File: src/hw/itr_pkg.sv
`default_nettype none
package itr_pkg;
   // ---------------------------------------------------------------
   // register offsets
   // ---------------------------------------------------------------
   localparam logic [7:0] ADDR_SCL_LOW_PERIOD = 8'h0B;
   localparam logic [7:0] ADDR_RESERVED_SPARE = 8'h0C;
   localparam logic [7:0] ADDR_IO_VOLTAGE_CONTROL = 8'h0D;

   // ---------------------------------------------------------------
   // reset values
   // ---------------------------------------------------------------
   localparam logic [7:0] RST_SCL_LOW_PERIOD = 8'h7A;
   localparam logic [7:0] RST_RESERVED_SPARE = 8'h00;
   localparam logic [3:0] RST_IO_VOLTAGE_CONTROL_SPARE = 4'h9;
   localparam logic [7:0] RDATA_NONE = 8'h00;

   // ---------------------------------------------------------------
   // supply level encodings
   // ---------------------------------------------------------------
   localparam logic [1:0] SUPPLY_1V8 = 2'h0;
   localparam logic [1:0] SUPPLY_3V3 = 2'h3;

   // ---------------------------------------------------------------
   // timing
   // ---------------------------------------------------------------
   localparam int SYS_PERIOD_NS = 5;
   localparam int OSC_PERIOD_NS = 40;
   localparam int OSC_TICK_CYC_INT = (OSC_PERIOD_NS + SYS_PERIOD_NS - 1) / SYS_PERIOD_NS;
   localparam logic [2:0] OSC_TICK_LAST = 3'(OSC_TICK_CYC_INT - 1);
   localparam logic [8:0] LOW_EXTRA_TICKS = 9'h004;
   localparam logic [8:0] PHASE_ONE = 9'h001;

   // ---------------------------------------------------------------
   // io voltage control layout, bit 7 down to bit 0
   // ---------------------------------------------------------------
   typedef struct packed {
      logic       high_voltage_select;
      logic       supply_level_override;
      logic [1:0] supply_mode;
      logic [3:0] spare;
   } itr_io_voltage_control_t;

   typedef struct packed {
      logic [7:0] addr;
      logic       wr;
      logic       rd;
      logic [7:0] wdata;
   } itr_reg_req_t;
endpackage : itr_pkg
`default_nettype wire

File: src/hw/itr_low_timer.sv
`default_nettype none
module itr_low_timer (
   input wire logic clk_sys_i,
   input wire logic sys_rst_i,
   input wire logic start_i,
   input wire logic [7:0] count_i,
   output logic busy_o,
   output logic done_o
);
   // ---------------------------------------------------------------
   // oscillator tick and phase counters
   // ---------------------------------------------------------------
   logic [2:0] tick_r;
   logic [8:0] left_r;

   always_ff @(posedge clk_sys_i) begin
      if (sys_rst_i) begin
         tick_r <= '0;
         left_r <= '0;
         busy_o <= 1'b0;
         done_o <= 1'b0;
      end else begin
         done_o <= 1'b0;
         if (!busy_o) begin
            if (start_i) begin
               busy_o <= 1'b1;
               tick_r <= '0;
               left_r <= {1'b0, count_i} + itr_pkg::LOW_EXTRA_TICKS;
            end
         end else if (tick_r == itr_pkg::OSC_TICK_LAST) begin
            tick_r <= '0;
            if (left_r == itr_pkg::PHASE_ONE) begin
               busy_o <= 1'b0;
               done_o <= 1'b1;
               left_r <= '0;
            end else begin
               left_r <= left_r - itr_pkg::PHASE_ONE;
            end
         end else begin
            tick_r <= tick_r + 3'h1;
         end
      end
   end
endmodule : itr_low_timer
`default_nettype wire

File: src/hw/itr_regs.sv
`default_nettype none
module itr_regs (
   input wire logic clk_sys_i,
   input wire logic sys_rst_i,
   input wire logic [7:0] reg_addr_i,
   input wire logic reg_wr_i,
   input wire logic reg_rd_i,
   input wire logic [7:0] reg_wdata_i,
   output logic [7:0] reg_rdata_o,
   output logic reg_rvalid_o,
   input wire logic io_supply_rail_3p3_i,
   input wire logic scl_low_start_i,
   output logic scl_drive_low_o,
   output logic scl_low_done_o,
   input wire logic setup_start_i,
   output logic setup_hold_scl_o,
   output logic setup_done_o,
   output logic io_high_voltage_select_o,
   output logic [1:0] io_supply_mode_o
);
   // ---------------------------------------------------------------
   // request bundle
   // ---------------------------------------------------------------
   itr_pkg::itr_reg_req_t req;
   assign req = '{addr: reg_addr_i, wr: reg_wr_i, rd: reg_rd_i, wdata: reg_wdata_i};

   // ---------------------------------------------------------------
   // address decode
   // ---------------------------------------------------------------
   logic hit_low_period;
   logic hit_reserved_spare;
   logic hit_io_voltage_control;
   logic wr_low_period;
   logic wr_reserved_spare;
   logic wr_io_voltage_control;

   assign hit_low_period = (req.addr == itr_pkg::ADDR_SCL_LOW_PERIOD);
   assign hit_reserved_spare = (req.addr == itr_pkg::ADDR_RESERVED_SPARE);
   assign hit_io_voltage_control = (req.addr == itr_pkg::ADDR_IO_VOLTAGE_CONTROL);

   assign wr_low_period = req.wr && hit_low_period;
   assign wr_reserved_spare = req.wr && hit_reserved_spare;
   assign wr_io_voltage_control = req.wr && hit_io_voltage_control;

   // ---------------------------------------------------------------
   // detected supply synchroniser
   // ---------------------------------------------------------------
   logic rail_meta_r;
   logic rail_sync_r;

   always_ff @(posedge clk_sys_i) begin
      if (sys_rst_i) begin
         rail_meta_r <= 1'b0;
         rail_sync_r <= 1'b0;
      end else begin
         rail_meta_r <= io_supply_rail_3p3_i;
         rail_sync_r <= rail_meta_r;
      end
   end

   // ---------------------------------------------------------------
   // register storage
   // ---------------------------------------------------------------
   logic [7:0] scl_low_period_r;
   logic [7:0] reserved_spare_r;
   itr_pkg::itr_io_voltage_control_t io_voltage_control_r;

   always_ff @(posedge clk_sys_i) begin
      if (sys_rst_i) begin
         scl_low_period_r <= itr_pkg::RST_SCL_LOW_PERIOD;
      end else if (wr_low_period) begin
         scl_low_period_r <= req.wdata;
      end
   end

   always_ff @(posedge clk_sys_i) begin
      if (sys_rst_i) begin
         reserved_spare_r <= itr_pkg::RST_RESERVED_SPARE;
      end else if (wr_reserved_spare) begin
         reserved_spare_r <= req.wdata;
      end
   end

   always_ff @(posedge clk_sys_i) begin
      if (sys_rst_i) begin
         io_voltage_control_r.high_voltage_select <= 1'b0;
         io_voltage_control_r.supply_level_override <= 1'b0;
         io_voltage_control_r.supply_mode <= itr_pkg::SUPPLY_1V8;
         io_voltage_control_r.spare <= itr_pkg::RST_IO_VOLTAGE_CONTROL_SPARE;
      end else if (wr_io_voltage_control) begin
         io_voltage_control_r <= itr_pkg::itr_io_voltage_control_t'(req.wdata);
      end
   end

   // ---------------------------------------------------------------
   // detected level encoding
   // ---------------------------------------------------------------
   logic det_sel;
   logic [1:0] det_mode;

   always_comb begin
      det_sel = rail_sync_r;
      det_mode = itr_pkg::SUPPLY_1V8;
      if (rail_sync_r) begin
         det_mode = itr_pkg::SUPPLY_3V3;
      end
   end

   // ---------------------------------------------------------------
   // effective supply controls
   // ---------------------------------------------------------------
   logic eff_sel;
   logic [1:0] eff_mode;

   always_comb begin
      if (io_voltage_control_r.supply_level_override) begin
         eff_sel = io_voltage_control_r.high_voltage_select;
         eff_mode = io_voltage_control_r.supply_mode;
      end else begin
         eff_sel = det_sel;
         eff_mode = det_mode;
      end
   end

   // ---------------------------------------------------------------
   // output registers
   // ---------------------------------------------------------------
   always_ff @(posedge clk_sys_i) begin
      if (sys_rst_i) begin
         io_high_voltage_select_o <= 1'b0;
         io_supply_mode_o <= itr_pkg::SUPPLY_1V8;
      end else begin
         io_high_voltage_select_o <= eff_sel;
         io_supply_mode_o <= eff_mode;
      end
   end

   // ---------------------------------------------------------------
   // read path
   // ---------------------------------------------------------------
   itr_pkg::itr_io_voltage_control_t io_voltage_control_view;

   always_comb begin
      io_voltage_control_view = io_voltage_control_r;
      io_voltage_control_view.high_voltage_select = eff_sel;
      io_voltage_control_view.supply_mode = eff_mode;
   end

   logic [7:0] rdata_nxt;

   always_comb begin
      case (req.addr)
         itr_pkg::ADDR_SCL_LOW_PERIOD: begin
            rdata_nxt = scl_low_period_r;
         end
         itr_pkg::ADDR_RESERVED_SPARE: begin
            rdata_nxt = reserved_spare_r;
         end
         itr_pkg::ADDR_IO_VOLTAGE_CONTROL: begin
            rdata_nxt = io_voltage_control_view;
         end
         default: begin
            rdata_nxt = itr_pkg::RDATA_NONE;
         end
      endcase
   end

   always_ff @(posedge clk_sys_i) begin
      if (sys_rst_i) begin
         reg_rdata_o <= itr_pkg::RDATA_NONE;
      end else if (req.rd) begin
         reg_rdata_o <= rdata_nxt;
      end
   end

   always_ff @(posedge clk_sys_i) begin
      if (sys_rst_i) begin
         reg_rvalid_o <= 1'b0;
      end else begin
         reg_rvalid_o <= req.rd;
      end
   end

   // ---------------------------------------------------------------
   // low phase timers: channel 0 master clock low, channel 1 target set-up
   // ---------------------------------------------------------------
   localparam int TIMER_CH = 2;

   logic [TIMER_CH-1:0] tmr_start;
   logic [TIMER_CH-1:0] tmr_busy;
   logic [TIMER_CH-1:0] tmr_done;

   assign tmr_start = {setup_start_i, scl_low_start_i};

   generate
      for (genvar ch = 0; ch < TIMER_CH; ch++) begin : g_timer
         itr_low_timer u_timer (
            .clk_sys_i(clk_sys_i),
            .sys_rst_i(sys_rst_i),
            .start_i(tmr_start[ch]),
            .count_i(scl_low_period_r),
            .busy_o(tmr_busy[ch]),
            .done_o(tmr_done[ch])
         );
      end
   endgenerate

   // ---------------------------------------------------------------
   // timer outputs
   // ---------------------------------------------------------------
   assign scl_drive_low_o = tmr_busy[0];
   assign scl_low_done_o = tmr_done[0];
   assign setup_hold_scl_o = tmr_busy[1];
   assign setup_done_o = tmr_done[1];
endmodule : itr_regs
`default_nettype wire

File: config.mk
export PLATFORM = sky130hd
export DESIGN_NAME = itr_regs
export DESIGN_NICKNAME = d
export VERILOG_FILES = /design/src/hw/itr_pkg.sv /design/src/hw/itr_low_timer.sv /design/src/hw/itr_regs.sv
export SDC_FILE = /design/constraint.sdc
export NUM_CORES = 1
export LEC_CHECK = 0
export BUFFER_PORTS_ARGS = -buffer_cell sky130_fd_sc_hd__buf_2
export CELL_PAD_IN_SITES_DETAIL_PLACEMENT = 1
export CELL_PAD_IN_SITES_GLOBAL_PLACEMENT = 2
export CORE_UTILIZATION = 38
export CTS_CLUSTER_DIAMETER = 150
export DETAILED_ROUTE_END_ITERATION = 16
export PLACE_DENSITY = 0.93
export SETUP_SLACK_MARGIN = 0.3
export SYNTH_ARGS = -nofsm -noshare
export SYNTH_HDL_FRONTEND = slang
export SYNTH_SLANG_ARGS = --single-unit
File: constraint.sdc
create_clock -name clk_sys_i -period 2.6 [get_ports clk_sys_i]
set_clock_uncertainty 0.05 [all_clocks]
set_input_delay 0.78 -clock clk_sys_i [delete_from_list [all_inputs] [get_ports clk_sys_i]]
set_output_delay 0.78 -clock clk_sys_i [all_outputs]
set_load 0.02 [all_outputs]
## Word level (Yosys, flattened, before mapping)

Cells that the tools add are included.

- Magnitude comparators: 0
- Add/sub/neg operators: 5
- Reductions and logical operators: 9
- $mul: 0
- Shift operators: 0
- Divide/modulo/power cells: 0
- Mux-type cells: 28
- Bitwise gates (word level): 4
- Equal/unequal tests: 9

Operator list:

| operator | count |
|---|---|
| 9-bit 2-to-1 mux | 8 |
| 8-bit by 4-bit equality test with 1-bit output, second input constant | 3 |
| 8-bit one-hot mux with 3 select lines | 1 |
| 9-bit by 1-bit equality test with 1-bit output, second input constant | 2 |
| 3-bit 2-to-1 mux | 6 |
| 9-bit by 1-bit subtractor with 9-bit output, second input constant | 2 |
| 1-bit 2-to-1 mux | 11 |
| 8-bit by 3-bit adder with 9-bit output, second input constant | 1 |
| 3-bit by 1-bit adder with 3-bit output, second input constant | 2 |
| 3-bit equality test, second input constant | 2 |
| 3-bit OR reduction | 2 |
| 2-bit 2-to-1 mux | 2 |
| 2-bit != test, second input constant | 2 |
| 1-bit inverter | 4 |
| 2-bit AND reduction | 2 |
| 2-bit nonzero test | 2 |
| 1-bit logical AND | 3 |

- Memory bits (read-only): 0
- Bits in latches: 0
- Input bits: 23
- Output and inout port bits: 16
- Bits in registers: 66
- Word-level logic and storage cells: 75
- Memories: 0
- Memory bits (writable): 0

## Logic depth before layout (Yosys ltp)

Gate-level depths: netlist of the first run.

- Depth after elaboration: 4
- Depth in mapped cells: 7
- Mapped depth without buffers: 6

## Hierarchy

Synthesis of the first run repeated with hierarchy kept, for this count alone.

- Cells, all modules: 381
- Area, all modules: 3,412.0 um2

By module, submodules not included:

| module | cells each | area an instance (um2) | times used | seq. area each (um2) |
|---|---|---|---|---|
| itr_regs | 164 | 1,595.3 | 1 | 760.7 |
| itr_low_timer (g_timer[1].u_timer) | 114 | 930.9 | 1 | 280.3 |
| itr_low_timer (g_timer[0].u_timer) | 103 | 885.8 | 1 | 280.3 |

## Worst setup path after synthesis of the first run

No wires, ideal clock.

- Path kind: in2reg
- Start point: input port reg_addr_i[0]
- End point: register reserved_spare_r[4]
- Buffers on the path: 1
- Stages: 5
- Required time: 2.422 ns
- Arrival: 1.850 ns
- Setup slack: 0.572 ns
- Setup time: 0.128 ns
- Cells stage by stage: buf_2 nor3b_4 nand4_2 mux2i_1 nor2_1

- Word-level cells in the longest chain between the ends: 2

Ends and longest elaborated chain:

| what | line | text |
|---|---|---|
| from (decl) | itr_regs.sv:5 | `input wire logic [7:0] reg_addr_i,` |
| 8-bit by 4-bit equality test with 1-bit output | itr_regs.sv:38 | `assign hit_reserved_spare = (req.addr == itr_pkg::ADDR_RESERVED_SPARE);` |
| 1-bit logical AND | itr_regs.sv:42 | `assign wr_reserved_spare = req.wr && hit_reserved_spare;` |
| to (signal assigned) | itr_regs.sv:78 | `reserved_spare_r <= itr_pkg::RST_RESERVED_SPARE;` |
| to (signal assigned) | itr_regs.sv:80 | `reserved_spare_r <= req.wdata;` |
| to (decl) | itr_regs.sv:65 | `logic [7:0] reserved_spare_r;` |

Every way passes these cells.
A chain may end at the register's enable or synchronous reset.

## Final worst setup path of the first run

- Start point: register g_timer[0].u_timer.busy_o
- End point: output port scl_drive_low_o

RTL lines:

| what | line | text |
|---|---|---|
| from (decl) | itr_low_timer.sv:7 | `output logic busy_o,` |
| from (signal assigned) | itr_low_timer.sv:20 | `busy_o <= 1'b0;` |
| from (signal assigned) | itr_low_timer.sv:26 | `busy_o <= 1'b1;` |
| from (signal assigned) | itr_low_timer.sv:33 | `busy_o <= 1'b0;` |
| to (decl) | itr_regs.sv:13 | `output logic scl_drive_low_o,` |

No word-level cell between the ends.

==> impl_metrics.csv, run 1 <==
group,metric,value,unit
setup_path,cpPeakStageDelay,0.62,ns
timing,rsz0062_at_grt,"no",
run_status,status,"finished, final reports clean",
timing,fin_tns_setup,0,ns
global_route,grt.overflow.total,0,
synthesis,synth_top_family_by_area,"simple AND/OR/NAND/NOR gates",
clock_network,clock_latency,0.35,ns
detailed_routing,dr.pass1.iters,4,
global_route,grt_pass1_wl,15000,um
power_and_ir_drop,p_leak,1.55,nW
setup_path,cp.depth,1,
clock_network,cts_max_level,3,
timing,slew_headroom,58.8,%
synthesis,yosysMostFrequentCell,"dfxtp_1",
synthesis,synthSimpleGateAreaFrac,24.3,%
synthesis,syn_avg_cell_area,8.62,um^2
synthesis,synthAdderAreaFrac,3.36,%
detailed_routing,avgViaCountPerCell,5.78,
place,gp_congestion,0.833,
clock_network,post_cts_buffers,0,
detailed_routing,num_vias,3094,
setup_path,required,1.77,ns
power_and_ir_drop,total_power,2.33,mW
synthesis,synth-compound-area-share,22.5,%
setup_path,startpoint_type,"register",
timing,period_share,78.8,%
synthesis,synth_area,3350,um^2
setup_path,reg2regPathDepth,6,
global_route,grt_max_degree,37,
floorplanning,num_io_pins,39,
clock_network,cts_sinks,66,
setup_path,crit_type,"reg -> out",
synthesis,ys.warnings.count,0,
timing,fmax,488,MHz
setup_path,r2r-end,"g_timer[0].u_timer.left_r[8]",
flow_run,max_cap_viol_count,0,
floorplanning,die-area,9210,um^2
clock_network,numCtsBuffers,9,
global_route,grt_antenna_before_repair,0,
timing,finalHoldViolCount,0,
timing,worst_pin_slew,0.613,ns
setup_path,path_cells,"buf_2",
clock_network,cts_tree,"done",
synthesis,synth_edf_count,0,
synthesis,synth_mux_area_share,5.07,%
setup_path,worst-path-buf-inv,1,
synthesis,ys_seq_elements,66,
layout,area_growth,15.0,%
setup_path,cp_max_fo,14,
detailed_routing,drc_errors,0,
layout,finalNetCount,457,
floorplanning,die_h,96.0,um
synthesis,synthCells,389,
floorplanning,die_w,96.0,um
floorplanning,core.rowCount,33,
timing,fin_crit,2.05,ns
synthesis,ys_seq_area_share,39.4,%
layout,multi_input_area,1880,um^2
place,hpwlAfterDp,6850,um
setup_path,crit_path_end_kind,"primary output",
timing,report.final.slew_viol_count,0,
place,portBuffers,38,
synthesis,async_flop_share,0,%
synthesis,syn_nets,421,
setup_path,crit_path_end,"scl_drive_low_o",
floorplanning,initial_core_util,40.0,%
synthesis,synth_commonest_cells,"dfxtp_1, nor2_1, nand2_1, o21ai_0, a21oi_1",
layout,fill_cells,1021,
setup_path,crit_family,"flip-flops",
synthesis,synth_largest_area_cell,"dfxtp_1",
synthesis,synth_cell_types,63,
layout,layout-drive-gt1-share,18.1,%
synthesis,yosys.area.top_type_share,39.4,%
setup_path,rrSetupSlack,0.71,ns
min_path,hp-class,"reg -> reg",
timing,setup_viol,0,
setup_path,arrival,1.22,ns
synthesis,synthXorXnorAreaFrac,0.783,%
layout,ff_latch_area,1320,um^2
detailed_routing,drt.antenna.violating_nets,0,
layout,n_antenna_cell,0,
setup_path,crit_start,"g_timer[0].u_timer.busy_o",
floorplanning,fp.coreArea,8380,um^2
setup_path,crit_slowest_cell,"dfxtp_1",
power_and_ir_drop,vdd_ir_drop_max,273,uV
clock_network,clk_pin_slew,0.09,ns
synthesis,ys_top_cells_by_area,"dfxtp_1, mux2i_1, nor2_1, o21ai_0, ha_1",
global_route,grt.total_usage,21.5,%
detailed_routing,routedWlPerCell,17.5,um
setup_path,reg2reg_from,"g_timer[0].u_timer.left_r[0]",
global_route,grt_pass1_vias,3000,
power_and_ir_drop,p_per_area,604,nW/um^2
clock_network,cts_buffer_depth,2,
detailed_routing,wl,9370,um
clock_network,root_buffer,"clkbuf_8",
detailed_routing,first_iter_violations,100,
synthesis,synth_flop_cell,"dfxtp_1",
[cell type report]
cell class / instances / area share [%]
timing repair buffer: 47 / 6.68
multi-input combinational: 285 / 48.6
clock inverter: 6 / 1.88
clock buffer: 10 / 3.57
tap: 105 / 3.40
inverter: 16 / 1.56
sequential: 66 / 34.3
[registers in the layout, summed over array words and instances, names as in the netlist, 6 cells and up]
signal and flops:
g_timer.u_timer.tick_r 6, scl_low_period_r 8, reserved_spare_r 8, io_voltage_control_r 8
reg_rdata_o 8, g_timer.u_timer.left_r 18
[cells in the final DEF (no fill, tap or decap), types with 4 or more instances in the layout]
| cell type | instances |
|---|---|
| a22oi_1 | 8 |
| nor2_1 | 39 |
| buf_4 | 9 |
| buf_2 | 38 |
| ha_1 | 9 |
| or3_1 | 10 |
| a21oi_1 | 21 |
| nor3_1 | 18 |
| a22o_1 | 5 |
| inv_1 | 16 |
| clkbuf_8 | 10 |
| nor3b_1 | 5 |
| dfxtp_1 | 65 |
| nor2b_1 | 7 |
| mux2i_1 | 17 |
| a31oi_1 | 9 |
| o21ai_0 | 27 |
| nand2b_1 | 6 |
| nand2_1 | 30 |
| nand3_1 | 6 |
| o31ai_1 | 4 |
| o311ai_0 | 5 |
[worst min path at each step]
stage	slack, ns	from	cells past startpoint	endpoint
5_1_grt	0.43	rail_meta_r	1	det_sel
3_5_place_dp	0.38	rail_meta_r	1	det_sel
6_report	0.40	rail_meta_r	1	det_sel
3_3_place_gp	0.38	rail_meta_r	1	det_sel
2_1_floorplan	0.36	rail_meta_r	1	det_sel
4_1_cts	0.40	rail_meta_r	1	det_sel
[per-stage QoR]
step / hold WS [ns] / setup slack [ns] / utilization [%] / cell area, um^2 / cells
3_5_place_dp: 0.382 / 0.188 / 43.5 / 3650 / 519
2_1_floorplan: 0.364 / 0.572 / - / 3350 / 389
3_3_place_gp: 0.377 / 0.287 / 43.5 / 3650 / 519
6_report: 0.397 / 0.552 / 46.0 / 3860 / 535
4_1_cts: 0.403 / 0.312 / 46.0 / 3860 / 535
5_1_grt: 0.431 / 0.454 / 46.0 / 3860 / 535
[power by group]
group	internal, mW	switching [mW]
combinational	0.132	0.188
clock	0.479	0.441
sequential	1.04	0.0484
[kinds of logic (layout without fill, tap and decap cells)]
logic type / Yosys count / count (layout)
AO/OA/AOI/OAI: 111 / 111
adder cells (fa/ha/maj): 9 / 9
AND/OR/NAND/NOR: 145 / 145
buffers and inverters: 38 / 79
flip-flops: 66 / 66
XOR/XNOR: 3 / 3
multiplexers: 17 / 17
[what timing repair did]
action                                  in CTS  in global routing
endpoints found under the setup margin       0                  1
hold buffers                                 0                  0
resized for setup                            0                  1
[metal layers]
metal	track usage (%)	wire, um	vias to the layer above
li1	-	-	1503
met1	27.6	4460	1540
met2	36.3	4590	42
met3	4.19	236	9
met4	6.72	90	0
met5	0	0	-
No activity file was read; power rests on OpenSTA's default activity.
==> inputs of run 2 (changes only) <==
CORE_UTILIZATION = 32   (was 38)
PLACE_DENSITY = 0.85   (was 0.93)
clock period = 1.7 ns   (was 2.6 ns; I/O delays follow)
==> impl_metrics.csv, run 2 (same netlist as run 1, synthesis figures left out) <==
group,metric,value,unit
layout,regMostFlops,"g_timer.u_timer.left_r",
floorplanning,num_io_pins,39,
layout,n_antenna_cell,0,
place,placed_area,4130,um^2
setup_path,crit_type,"reg -> reg",
detailed_routing,dr.pass1.iters,4,
setup_path,cp.depth,6,
clock_network,cts_buffer_depth,2,
setup_path,cp_max_fo,2,
power_and_ir_drop,combPwrFrac,21.0,%
place,portBuffers,38,
timing,holdWs,0.317,ns
run_status,violations,"setup timing",
floorplanning,core.rowCount,37,
clock_network,clock_latency,0.36,ns
power_and_ir_drop,power.share.switching,29.2,%
run_status,status,"finished, violations left",
floorplanning,fp.coreArea,10200,um^2
power_and_ir_drop,intPower,3.00,mW
power_and_ir_drop,seq_power_share,39.3,%
clock_network,hold_buffers,0,
timing,fin_crit,1.77,ns
power_and_ir_drop,p_sw,1.24,mW
min_path,min-delay-start,"io_supply_rail_3p3_i",
power_and_ir_drop,p_leak,2.07,nW
clock_network,root_buffer,"clkbuf_8",
timing,fmax,565,MHz
place,place_ws,-0.276,ns
setup_path,startpoint_type,"register",
timing,slew_headroom,70.9,%
power_and_ir_drop,vdd_ir_drop_max,434,uV
setup_path,crit_start,"g_timer[1].u_timer.left_r[1]",
layout,final_area,5310,um^2
layout,final_common_cell,"buf_4",
layout,finish.utilization,51.9,%
timing,fin_tns_setup,-0.101,ns
place,hpwlAfterDp,7700,um
global_route,grt.total_usage,21.8,%
layout,multi_input_area,2480,um^2
detailed_routing,first_iter_violations,131,
setup_path,cpPeakStageDelay,0.38,ns
setup_path,reg2regPathDepth,6,
timing,worst_pin_slew,0.436,ns
place,placedCellCount,585,
timing,period_share,104,%
layout,fill_cells,1102,
layout,ff_latch_area,1370,um^2
global_route,grt_max_degree,20,
timing,report.final.slew_viol_count,0,
power_and_ir_drop,clkPwrFrac,39.7,%
clock_network,cts_tree,"done",
detailed_routing,num_vias,3425,
power_and_ir_drop,total_power,4.24,mW
layout,fin_cells,635,
setup_path,arrival,1.95,ns
detailed_routing,routedWlPerCell,19.2,um
layout,finalNetCount,526,
clock_network,numCtsBuffers,9,
clock_network,clk_pin_slew,0.08,ns
setup_path,crit_family,"compound AO/OA/AOI/OAI gates",
global_route,grt_pass1_wl,18900,um
global_route,grt.overflow.total,0,
clock_network,cts_sinks,66,
detailed_routing,drc_errors,0,
setup_path,crit_slowest_cell,"or3b_4",
layout,final_cell_mix,"buf_4, nor2_1, dfxtp_1",
setup_path,required,1.88,ns
detailed_routing,avgViaCountPerCell,5.39,
setup_path,worst-path-buf-inv,1,
floorplanning,die_w,104,um
min_path,hp-class,"in -> reg",
place,gp_congestion,0.786,
setup_path,crit_path_end_kind,"register",
setup_path,path_cells,"inv_2 > ha_4 > or3b_4 > o311a_1 > o31ai_2 > o311ai_1",
setup_path,reg2reg_from,"g_timer[1].u_timer.left_r[1]",
detailed_routing,drt.antenna.violating_nets,0,
floorplanning,initial_core_util,32.8,%
floorplanning,die_h,104,um
clock_network,cts_max_level,3,
timing,timing.final.ws_setup,-0.0702,ns
timing,rsz0062_at_grt,"yes",
min_path,hold_depth,2,
power_and_ir_drop,p_per_area,799,nW/um^2
flow_run,max_cap_viol_count,0,
layout,area_growth,58.3,%
timing,finalHoldViolCount,0,
floorplanning,die-area,10900,um^2
detailed_routing,wl,12200,um
layout,layout-drive-gt1-share,50.5,%
global_route,grt_antenna_before_repair,0,
timing,setup_viol,2,
layout,largest_register_ffs,18,
global_route,grt_pass1_vias,3661,
## run 2: cell type report
class | instances | area share (%)
clock buffer | 10 | 2.40
inverter | 16 | 1.23
multi-input combinational | 286 | 46.7
sequential | 66 | 25.8
clock inverter | 6 | 2.14
timing repair buffer | 115 | 18.5
tap | 136 | 3.20
## run 2: timing repair
action / 4_1_cts / 5_1_grt
resized for setup: 86 / 83
buffers inserted: 22 / 10
cloned: 2 / 0
setup endpoints to repair: 48 / 65
pin swaps: 35 / 29
## run 2: worst register-to-register path: stages (launching register included)
cell	delay, ns
dfxtp_2	0.33
inv_2	0.09
ha_4	0.13
or3b_4	0.38
o311a_1	0.33
o31ai_2	0.22
o311ai_1	0.12
## run 2: layer usage
metal	track usage [%]	vias to the layer above	share of wire [%]
met5	0	-	0
met1	26.9	1715	44
met4	6.12	0	1.8
met2	38.4	49	52
li1	-	1643	-
met3	4.14	18	2.0
## run 2: power groups by stage
stage	logic, mW	registers (mW)	clock network [mW]
3_3_place_gp	0.608	1.70	0
3_5_place_dp	0.627	1.71	0
5_1_grt	0.955	1.67	1.77
4_1_cts	0.766	1.67	1.70
2_1_floorplan	0.402	1.69	0
6_report	0.892	1.67	1.68
## run 2: path summary, 6_finish.rpt
| check | end | slack, ns |
|---|---|---|
| hold / removal | rail_meta_r | 0.32 |
| setup / recovery | g_timer[1].u_timer.left_r[5] | -0.07 |
| hold reg to reg | det_sel | 0.39 |
| setup reg to reg | g_timer[1].u_timer.left_r[5] | -0.07 |
